**src/hdl/usart_sync_consts.svh**
```systemverilog
// Constants for the synchronous slave transceiver and its register port
`ifndef USART_SYNC_CONSTS_SVH
`define USART_SYNC_CONSTS_SVH
// Register indices on the plain port
`define ADDR_RCV_CTRL 3'h0
`define ADDR_XMT_CTRL 3'h1
`define ADDR_XMT_HOLD 3'h2
`define ADDR_RCV_DATA 3'h3
`define ADDR_DIV_LOW 3'h4
`define ADDR_DIV_HIGH 3'h5
`define ADDR_BAUD_CTRL 3'h6
`define ADDR_INT_CTRL 3'h7
// receive_status_control fields
`define RC_SERIAL_PORT_ENABLE 7
`define RC_RX9 6
`define RC_SINGLE_RECEIVE_ENABLE 5
`define RC_CONTINUOUS_RECEIVE_ENABLE 4
`define RC_ADDRESS_DETECT_ENABLE 3
`define RC_FERR 2
`define RC_OERR 1
`define RC_RECEIVED_NINTH_BIT 0
// transmit_status_control fields
`define TC_CLOCK_SOURCE_SELECT 7
`define TC_TX9 6
`define TC_TRANSMITTER_ON 5
`define TC_SYNC 4
`define TC_TRMT 1
`define TC_TRANSMIT_NINTH_BIT 0
// baud control field
`define BC_CLOCK_POLARITY_SELECT 4
// interrupt control fields
`define IC_GIE 7
`define IC_PERIPHERAL_INTERRUPT_ENABLE 6
`define IC_TRANSMIT_INTERRUPT_ENABLE 5
`define IC_TRANSMIT_INTERRUPT_FLAG 0
`define RESET_BYTE 8'h00
`define BIT_COUNT_NINE 4'h9
`define BIT_COUNT_EIGHT 4'h8
`define ONE_BIT 4'h1
`define COUNT_CLEAR 4'h0
`define STATUS_CLEAR 3'h0
`define SHIFT_CLEAR 9'h000
`endif

```
**src/hdl/usart_sync_pkg.sv**
```systemverilog
// Types shared by the synchronous slave transceiver files
package usart_sync_pkg;
    typedef enum logic [2:0] {
        XMT_IDLE = 3'b001,
        XMT_SHIFT = 3'b010,
        XMT_LOAD = 3'b100
    } xmt_state_t;

    typedef struct packed {
        logic serial_port_enable;
        logic sync_mode;
        logic clock_source_select;
        logic single_receive_enable;
        logic continuous_receive_enable;
        logic clock_polarity_select;
    } mode_t;

    typedef struct packed {
        logic [7:0] data;
        logic ninth;
    } word_t;
endpackage : usart_sync_pkg

```
**src/hdl/shift_clock_edges.sv**
```systemverilog
// Edge detector for the externally supplied shift clock
`timescale 1ns/100ps
module shift_clock_edges (
    // Clock and reset
    input wire logic i_ref_clk,
    input wire logic i_rst_n,
    // Shift clock
    input wire logic i_clk_pin,
    input wire logic i_polarity,
    input wire logic i_hold,
    // Edge strobes
    output logic o_launch,
    output logic o_sample
);
    logic prev;
    logic next_prev;
    logic next_launch;
    logic next_sample;
    logic rise;
    logic fall;

    always_comb begin
        next_prev = i_clk_pin;
        rise = i_clk_pin & ~prev;
        fall = ~i_clk_pin & prev;
        // Idle-low clock launches on rising, idle-high inverts the pair
        next_launch = ~i_hold & (i_polarity ? fall : rise); // RULE20
        next_sample = ~i_hold & (i_polarity ? rise : fall); // RULE20
    end

    always_ff @(posedge i_ref_clk) begin
        if (!i_rst_n) begin
            prev <= 1'b0;
            o_launch <= 1'b0;
            o_sample <= 1'b0;
        end else begin
            prev <= next_prev;
            o_launch <= next_launch;
            o_sample <= next_sample;
        end
    end
endmodule : shift_clock_edges

```
**src/hdl/usart_sync_slave.sv**
```systemverilog
// Receive control and synchronous slave transceiver core
// Functional notes
// RULE1 - Port enable on, else held in reset
// RULE2 - Clocked-mode bit selects synchronous operation
// RULE3 - Cleared clock source makes a slave
// RULE4 - Slave transmits unless a receive enable set
// RULE5 - Single receive in master only, self-clears
// RULE6 - Continuous receive runs, overrides single receive
// RULE7 - Address detect keeps only ninth-bit-one characters
// RULE8 - Ninth received bit shown, no parity
// RULE9 - Slave transmit behaves like master transmit
// RULE10 - In sleep first word shifts at once
// RULE11 - Second word held, flag clear meanwhile
// RULE12 - After shifting, load second, then flag
// RULE13 - Enabled flag wakes the sleeping core
// RULE14 - Global enable also requests service routine
// RULE15 - Software sets mode before clearing receive enables
// RULE16 - Software sets ninth bit before data
// RULE17 - Transmit enable first, holding write starts
// RULE18 - Sixteen-bit divisor in low and high bytes
// RULE19 - Flag set when holding empty and enabled
// RULE20 - Shift LSB first on selected clock edge
`timescale 1ns/100ps
`include "usart_sync_consts.svh"
module usart_sync_slave #(
    parameter int DATA_BITS = 8
) (
    // Clock and reset
    input wire logic i_ref_clk,
    input wire logic i_rst_n,
    // Register port
    input wire logic [2:0] i_addr,
    input wire logic [7:0] i_wdata,
    input wire logic i_wr,
    input wire logic i_rd,
    output logic [7:0] o_rdata,
    // Core state
    input wire logic i_core_sleep,
    // Link pins
    input wire logic i_shift_clock_pin,
    input wire logic i_data_pin,
    output logic o_data_pin,
    output logic o_data_oe,
    // Core events
    output logic o_wake,
    output logic o_isr_request,
    output logic o_rcv_event
);
    if (DATA_BITS != 8) begin : g_width_check
        $error("usart_sync_slave: only eight data bits supported");
    end

    // ----------------------------------------
    // Register state
    // ----------------------------------------
    logic [7:0] rcv_ctrl, next_rcv_ctrl;
    logic [7:0] xmt_ctrl, next_xmt_ctrl;
    logic [7:0] div_low, next_div_low;
    logic [7:0] div_high, next_div_high;
    logic [7:0] baud_ctrl, next_baud_ctrl;
    logic [7:0] int_ctrl, next_int_ctrl;
    logic [7:0] rcv_data, next_rcv_data;
    logic [7:0] rdata_q, next_rdata;
    usart_sync_pkg::word_t hold, next_hold;
    logic hold_full, next_hold_full;
    logic transmit_interrupt_flag, next_transmit_interrupt_flag;
    usart_sync_pkg::mode_t mode;
    logic [15:0] divisor;
    logic port_on;
    logic slave_sync;
    logic slave_xmt;
    logic slave_rcv;
    logic launch;
    logic sample;

    // ----------------------------------------
    // Transmit and receive shift state
    // ----------------------------------------
    usart_sync_pkg::xmt_state_t xstate, next_xstate;
    logic [8:0] transmit_shift_register, next_tsr;
    logic [3:0] xcount, next_xcount;
    logic [8:0] receive_shift_register, next_rsr;
    logic [3:0] rcount, next_rcount;
    logic data_out, next_data_out;
    logic data_oe, next_data_oe;
    logic rcv_pulse, next_rcv_pulse;
    logic wake, next_wake;
    logic isr, next_isr;
    logic [3:0] frame_len;
    logic rcv_done;
    logic accept;
    logic hold_take;

    always_comb begin
        mode.serial_port_enable = rcv_ctrl[`RC_SERIAL_PORT_ENABLE];
        mode.sync_mode = xmt_ctrl[`TC_SYNC];
        mode.clock_source_select = xmt_ctrl[`TC_CLOCK_SOURCE_SELECT];
        mode.single_receive_enable = rcv_ctrl[`RC_SINGLE_RECEIVE_ENABLE];
        mode.continuous_receive_enable = rcv_ctrl[`RC_CONTINUOUS_RECEIVE_ENABLE];
        mode.clock_polarity_select = baud_ctrl[`BC_CLOCK_POLARITY_SELECT];
        divisor = {div_high, div_low}; // RULE18
        port_on = mode.serial_port_enable; // RULE1
        slave_sync = port_on & mode.sync_mode & ~mode.clock_source_select; // RULE2 RULE3
        // Single receive is ignored as slave, but still selects receive direction
        slave_rcv = slave_sync & (mode.continuous_receive_enable | mode.single_receive_enable); // RULE4 RULE6
        slave_xmt = slave_sync & ~slave_rcv & xmt_ctrl[`TC_TRANSMITTER_ON]; // RULE4 RULE9
        frame_len = xmt_ctrl[`TC_TX9] ? `BIT_COUNT_NINE : `BIT_COUNT_EIGHT;
    end

    shift_clock_edges u_edges (
        .i_ref_clk(i_ref_clk),
        .i_rst_n(i_rst_n),
        .i_clk_pin(i_shift_clock_pin),
        .i_polarity(mode.clock_polarity_select),
        .i_hold(~slave_sync),
        .o_launch(launch),
        .o_sample(sample)
    );

    // ----------------------------------------
    // Shift engines
    // ----------------------------------------
    always_comb begin
        next_xstate = xstate;
        next_tsr = transmit_shift_register;
        next_xcount = xcount;
        next_rsr = receive_shift_register;
        next_rcount = rcount;
        next_data_out = data_out;
        next_data_oe = slave_xmt;
        hold_take = 1'b0;
        rcv_done = 1'b0;
        case (xstate)
            usart_sync_pkg::XMT_IDLE: begin
                // Queued word moves to the shifter at once, asleep or not
                if (slave_xmt && hold_full) begin // RULE10 RULE17
                    hold_take = 1'b1;
                    next_tsr = {hold.ninth, hold.data};
                    next_xcount = `COUNT_CLEAR;
                    next_xstate = usart_sync_pkg::XMT_SHIFT;
                end
            end
            usart_sync_pkg::XMT_SHIFT: begin
                if (!slave_xmt) begin
                    next_xstate = usart_sync_pkg::XMT_IDLE;
                end else if (launch) begin
                    if (xcount == frame_len) begin
                        next_xstate = usart_sync_pkg::XMT_LOAD;
                    end else begin
                        next_data_out = transmit_shift_register[0]; // RULE20
                        next_tsr = {1'b0, transmit_shift_register[8:1]};
                        next_xcount = xcount + `ONE_BIT;
                    end
                end
            end
            usart_sync_pkg::XMT_LOAD: begin
                // Held second word follows once the first is out
                if (slave_xmt && hold_full) begin // RULE11 RULE12
                    hold_take = 1'b1;
                    next_tsr = {hold.ninth, hold.data};
                    next_xcount = `COUNT_CLEAR;
                    next_xstate = usart_sync_pkg::XMT_SHIFT;
                end else begin
                    next_xstate = usart_sync_pkg::XMT_IDLE;
                end
            end
            default: begin
                next_xstate = usart_sync_pkg::XMT_IDLE;
            end
        endcase
        if (slave_rcv && sample) begin
            // Bits land by index, so a stale ninth bit is harmless in 8-bit frames
            next_rsr[rcount] = i_data_pin; // RULE20
            if (rcount + `ONE_BIT == (rcv_ctrl[`RC_RX9] ? `BIT_COUNT_NINE : `BIT_COUNT_EIGHT)) begin
                rcv_done = 1'b1;
                next_rcount = `COUNT_CLEAR;
            end else begin
                next_rcount = rcount + `ONE_BIT;
            end
        end else if (!slave_rcv) begin
            next_rcount = `COUNT_CLEAR;
        end
        // Address detect drops characters whose ninth bit is zero
        accept = rcv_done & ~(rcv_ctrl[`RC_RX9] & rcv_ctrl[`RC_ADDRESS_DETECT_ENABLE] & ~next_rsr[8]); // RULE7
    end

    // ----------------------------------------
    // Register port and flags
    // ----------------------------------------
    always_comb begin
        next_rcv_ctrl = rcv_ctrl;
        next_xmt_ctrl = xmt_ctrl;
        next_div_low = div_low;
        next_div_high = div_high;
        next_baud_ctrl = baud_ctrl;
        next_int_ctrl = int_ctrl;
        next_rcv_data = rcv_data;
        next_hold = hold;
        next_hold_full = hold_full & ~hold_take;
        next_rdata = `RESET_BYTE;
        if (i_wr) begin
            if (i_addr == `ADDR_RCV_CTRL) begin
                next_rcv_ctrl[7:3] = i_wdata[7:3];
            end else if (i_addr == `ADDR_XMT_CTRL) begin
                next_xmt_ctrl = {i_wdata[7:2], 1'b0, i_wdata[0]};
            end else if (i_addr == `ADDR_XMT_HOLD) begin
                // Ninth bit must already sit in the control register
                next_hold.data = i_wdata; // RULE16 RULE17
                next_hold.ninth = xmt_ctrl[`TC_TRANSMIT_NINTH_BIT];
                next_hold_full = 1'b1;
            end else if (i_addr == `ADDR_DIV_LOW) begin
                next_div_low = i_wdata; // RULE18
            end else if (i_addr == `ADDR_DIV_HIGH) begin
                next_div_high = i_wdata; // RULE18
            end else if (i_addr == `ADDR_BAUD_CTRL) begin
                next_baud_ctrl = i_wdata;
            end else if (i_addr == `ADDR_INT_CTRL) begin
                next_int_ctrl = i_wdata;
            end
        end
        // Single receive self-clears only for a master; slave leaves it
        if (port_on && mode.sync_mode && mode.clock_source_select && rcv_done && !mode.continuous_receive_enable) begin
            next_rcv_ctrl[`RC_SINGLE_RECEIVE_ENABLE] = 1'b0; // RULE5
        end
        if (accept) begin
            next_rcv_data = next_rsr[7:0];
            next_rcv_ctrl[`RC_RECEIVED_NINTH_BIT] = rcv_ctrl[`RC_RX9] & next_rsr[8]; // RULE8
        end
        next_xmt_ctrl[`TC_TRMT] = (next_xstate == usart_sync_pkg::XMT_IDLE);
        // Flag stays clear while the second word waits for the shifter
        next_transmit_interrupt_flag = slave_xmt & ~next_hold_full; // RULE11 RULE12 RULE19
        if (!port_on) begin
            next_rcv_ctrl[2:0] = `STATUS_CLEAR; // RULE1
            next_hold_full = 1'b0;
            next_transmit_interrupt_flag = 1'b0;
        end
        if (i_rd) begin
            if (i_addr == `ADDR_RCV_CTRL) begin
                next_rdata = rcv_ctrl;
            end else if (i_addr == `ADDR_XMT_CTRL) begin
                next_rdata = xmt_ctrl;
            end else if (i_addr == `ADDR_XMT_HOLD) begin
                next_rdata = hold.data;
            end else if (i_addr == `ADDR_RCV_DATA) begin
                next_rdata = rcv_data;
            end else if (i_addr == `ADDR_DIV_LOW) begin
                next_rdata = divisor[7:0];
            end else if (i_addr == `ADDR_DIV_HIGH) begin
                next_rdata = divisor[15:8];
            end else if (i_addr == `ADDR_BAUD_CTRL) begin
                next_rdata = baud_ctrl;
            end else begin
                next_rdata = {int_ctrl[7:1], transmit_interrupt_flag};
            end
        end
        next_rcv_pulse = accept;
        next_wake = i_core_sleep & transmit_interrupt_flag & int_ctrl[`IC_PERIPHERAL_INTERRUPT_ENABLE] & int_ctrl[`IC_TRANSMIT_INTERRUPT_ENABLE]; // RULE13
        next_isr = transmit_interrupt_flag & int_ctrl[`IC_PERIPHERAL_INTERRUPT_ENABLE] & int_ctrl[`IC_TRANSMIT_INTERRUPT_ENABLE] & int_ctrl[`IC_GIE]; // RULE14
    end

    always_ff @(posedge i_ref_clk) begin
        if (!i_rst_n) begin
            rcv_ctrl <= `RESET_BYTE;
            xmt_ctrl <= `RESET_BYTE;
            div_low <= `RESET_BYTE;
            div_high <= `RESET_BYTE;
            baud_ctrl <= `RESET_BYTE;
            int_ctrl <= `RESET_BYTE;
            rcv_data <= `RESET_BYTE;
            rdata_q <= `RESET_BYTE;
            hold <= '0;
            hold_full <= 1'b0;
            transmit_interrupt_flag <= 1'b0;
            rcv_pulse <= 1'b0;
            wake <= 1'b0;
            isr <= 1'b0;
        end else begin
            rcv_ctrl <= next_rcv_ctrl;
            xmt_ctrl <= next_xmt_ctrl;
            div_low <= next_div_low;
            div_high <= next_div_high;
            baud_ctrl <= next_baud_ctrl;
            int_ctrl <= next_int_ctrl;
            rcv_data <= next_rcv_data;
            rdata_q <= next_rdata;
            hold <= next_hold;
            hold_full <= next_hold_full;
            transmit_interrupt_flag <= next_transmit_interrupt_flag;
            rcv_pulse <= next_rcv_pulse;
            wake <= next_wake;
            isr <= next_isr;
        end
    end

    always_ff @(posedge i_ref_clk) begin
        if (!i_rst_n || !port_on) begin
            xstate <= usart_sync_pkg::XMT_IDLE; // RULE1
            transmit_shift_register <= `SHIFT_CLEAR;
            xcount <= `COUNT_CLEAR;
            receive_shift_register <= `SHIFT_CLEAR;
            rcount <= `COUNT_CLEAR;
            data_out <= 1'b0;
            data_oe <= 1'b0;
        end else begin
            xstate <= next_xstate;
            transmit_shift_register <= next_tsr;
            xcount <= next_xcount;
            receive_shift_register <= next_rsr;
            rcount <= next_rcount;
            data_out <= next_data_out;
            data_oe <= next_data_oe;
        end
    end

    always_comb begin
        o_rdata = rdata_q;
        o_data_pin = data_out;
        o_data_oe = data_oe;
        o_wake = wake;
        o_isr_request = isr;
        o_rcv_event = rcv_pulse;
    end
endmodule : usart_sync_slave

```
**config.mk**
```make
export PLATFORM = sky130hd
export DESIGN_NAME = usart_sync_slave
export DESIGN_NICKNAME = d
export VERILOG_FILES = /design/src/hdl/usart_sync_pkg.sv /design/src/hdl/shift_clock_edges.sv /design/src/hdl/usart_sync_slave.sv
export VERILOG_INCLUDE_DIRS = /design/src /design/src/hdl
export SDC_FILE = /design/constraint.sdc
export NUM_CORES = 1
export LEC_CHECK = 0
export BUFFER_PORTS_ARGS = -buffer_cell sky130_fd_sc_hd__buf_2
export CORE_ASPECT_RATIO = 1.2
export CORE_MARGIN = 3
export CORE_UTILIZATION = 60
export DETAILED_ROUTE_END_ITERATION = 10
export GPL_TIMING_DRIVEN = 0
export PLACE_DENSITY = 0.8
export SLEW_MARGIN = 20
export SYNTH_ARGS = -nofsm -noshare
export SYNTH_HDL_FRONTEND = slang
export SYNTH_SLANG_ARGS = --single-unit
```
**constraint.sdc**
```tcl
create_clock -name i_ref_clk -period 5.85 [get_ports i_ref_clk]
set_input_delay 0.2925 -clock i_ref_clk [delete_from_list [all_inputs] [get_ports i_ref_clk]]
set_output_delay 0.2925 -clock i_ref_clk [all_outputs]
set_load 0.05 [all_outputs]
```
==> results.json <==
{
  "place.gp.congestion": 0.892,
  "globalRouteTotalUtil_pct": 26.2,
  "synth_most_common_cell": "dfxtp_1",
  "seq_power_share_pct": 55.7,
  "p_comb_share_pct": 6.4,
  "die_width_um": 88.7,
  "post-place-ws_ns": 3.63,
  "wl_per_cell_um": 17.4,
  "antenna_found_initial": 0,
  "status": "finished clean",
  "clock_latency_ns": 0.37,
  "post_cts_buffers": 0,
  "syn_area_per_cell_um2": 9.25,
  "place_area_um2": 5170,
  "cp_max_fo": 10,
  "area_growth_pct": 9.79,
  "n_fill_cell": 626,
  "startpoint": "rcount[0]$_SDFFE_PN0P_",
  "rsz0062_at_grt": "false",
  "core_region_area_um2": 7840,
  "period_minus_slack_ns": 2.24,
  "netlist-cell-type-count": 57,
  "power_mw": 1.36,
  "fmax_mhz": 447,
  "synth_fa_ha_area_share_pct": 1.27,
  "hpwlAfterDp_um": 8500,
  "design.die.area_um2": 9330,
  "clkPwrFrac_pct": 37.9,
  "r2r_start": "rcount[0]$_SDFFE_PN0P_",
  "setup_viol": 0,
  "grt_pass1_vias": 3878,
  "maxCapViolations": 0,
  "synth_compound_area_share_pct": 15.3,
  "min-delay-start": "i_core_sleep",
  "synth_top_cells_by_area": "dfxtp_1, mux2i_1, nand2_1",
  "numPortBuffers": 27,
  "fin_skew_ns": 0.00825,
  "cts_tree": "built",
  "finalHoldViolCount": 0,
  "antenna_left": 0,
  "finalCritPeriodShare_pct": 38.2,
  "clockRootBuffer": "clkbuf_8",
  "async_flop_share_pct": 0,
  "grt-ovfl-total": 0,
  "drive_above_1_share_pct": 13.4,
  "layout_setup_ws_ns": 3.61,
  "slowest_stage": "nor4b_4",
  "ys_seq_area_share_pct": 44.4,
  "fin_util_pct": 68.9,
  "synth-xor-area-share_pct": 1.07,
  "initial_core_util_pct": 62.8,
  "cts.sinks": 109,
  "viasPerCell": 5.94,
  "p_sw_uw": 330,
  "ctsResizeCount": 0,
  "worstPathRequired_ns": 6.12,
  "power.internal_mw": 1.03,
  "p_leak_nw": 2.04,
  "tightest_slew_ns": 0.865,
  "synth-simple-area-share_pct": 22.0,
  "drc_errors": 0,
  "finalInstanceArea_um2": 5400,
  "synthDominantCellAreaShare_pct": 44.4,
  "synth-edff-count": 0,
  "cpPeakStageDelay_ns": 0.56,
  "htreeDepth": 3,
  "slew_violations": 0,
  "dr.first_iter.drc_count": 237,
  "drt_pass1_iterations": 5,
  "grt_max_degree": 20,
  "cp-end-kind": "flop",
  "synth_fp_nets": 555,
  "crit_arrival_ns": 2.51,
  "clockBufferDepth": 2,
  "power_density_nw_per_um2": 252,
  "syn_area_um2": 4920,
  "yosysWarnings": 0,
  "clkTransAtPathRegs_ns": 0.10,
  "slew_headroom_pct": 42.0,
  "ioPinCount": 31,
  "max-vdd-ir-drop_uv": 155,
  "yosys-mux-area-fraction_pct": 12.6,
  "synth_commonest_cells": "dfxtp_1, nand2_1, mux2i_1",
  "cts_buffers": 9,
  "ys_seq_elements": 109,
  "dr_total_vias": 3963,
  "dominantRegCellSynth": "dfxtp_1",
  "timing_worst_setup_path_type": "flop to flop",
  "synth_top_area_cell": "dfxtp_1",
  "worstSetupStartpointType": "flop",
  "grt_pass1_wl_um": 19100,
  "die_y_um": 105,
  "fin_setup_tns_ns": 0,
  "placementRows": 35,
  "fin_nets": 593,
  "syn-instance-count": 532,
  "diodes": 0,
  "worstPathCellList": "inv_1, ha_1, and3b_1, mux2i_1, nor4b_4, buf_6, nand2_2, o211a_1",
  "synth_top_family_by_area": "simple AND/OR/NAND/NOR gates",
  "switching_share_pct": 24.3,
  "finalWirelength_um": 11600,
  "hold_class": "input port to flop",
  "cts_hold_buf": 0
}
-- cell usage in the layout (no fill, tap or decap), types with 8 or more instances in the layout --
master,n
clkbuf_8,9
inv_1,9
nor2b_1,17
a211oi_1,15
nor2_1,40
a21oi_1,15
a21boi_0,40
nand3_1,11
o211a_1,8
clkbuf_1,15
nand2_1,106
buf_2,37
mux2i_1,44
dfxtp_1,109
-- power groups by stage --
stage	Sequential [mW]	Combinational, mW	Clock [mW]
CTS	0.758	0.0864	0.523
global placement	0.775	0.0834	0
finish	0.758	0.0876	0.515
floorplan	0.777	0.0523	0
global route	0.759	0.0941	0.556
detailed placement	0.775	0.0860	0
-- cells by family after synthesis --
group,after synthesis
and+or+nand+nor,222
xor gates and xnor gates,6
buffers and inverters,37
adders and majority gates,5
muxes,53
AOI/OAI and AO/OA,100
DFF,109
-- cell type report --
cell class / count / area, um^2 / share of cell area [%]
clock inverters: 7 / 108 / 1.99
multi-input cells: 386 / 2570 / 47.6
flip-flops and latches: 109 / 2180 / 40.4
well taps: 92 / 115 / 2.13
inverters: 9 / 33.8 / 0.625
repair buffers: 27 / 135 / 2.50
plain buffers: 28 / 133 / 2.46
clock buffers: 9 / 124 / 2.29
-- critical path, delay by kind of cell (launching register included) --
kind / cells / cell delay, ns
and+or+nand+nor: 3 / 0.82
DFF: 1 / 0.46
buffers and inverters: 2 / 0.35
adders and majority gates: 1 / 0.24
muxes: 1 / 0.15
AOI/OAI and AO/OA: 1 / 0.12
-- metrics by stage --
step,hold slack [ns],instances
after floorplan,0.405,532
after global placement,0.449,651
after detailed placement,0.455,651
after CTS,0.113,667
after global routing,0.117,667
final,0.124,667
-- state kept, by name (all words and copies together) (netlist names), 3 cells and up --
signal and count:
rcv_data 8, hold 9, receive_shift_register 9, o_rdata 8, xstate 3, xcount 4, div_low 8, div_high 8
rcv_ctrl 6, rcount 4, int_ctrl 7, baud_ctrl 8, transmit_shift_register 9, xmt_ctrl 8
-- worst paths after layout --
kind	end	slack, ns	depth (start not counted)
hold reg to reg	div_high[0]$_SDFFE_PN0P_	0.47	2
setup reg to reg	rcv_data[7]$_SDFFE_PN0P_	3.61	8
setup / recovery	rcv_data[7]$_SDFFE_PN0P_	3.61	8
hold / removal	o_wake$_SDFF_PN0_	0.12	3
-- per-layer routing --
layer | routed length [um] | up-vias | GRT usage, %
met1 | 4910 | 1884 | 33.6
li1 | - | 1933 | -
met5 | 0 | - | 0
met4 | 413 | 0 | 11.6
met2 | 5690 | 119 | 42.1
met3 | 594 | 27 | 4.89
Power figures use the tool's default switching activity.
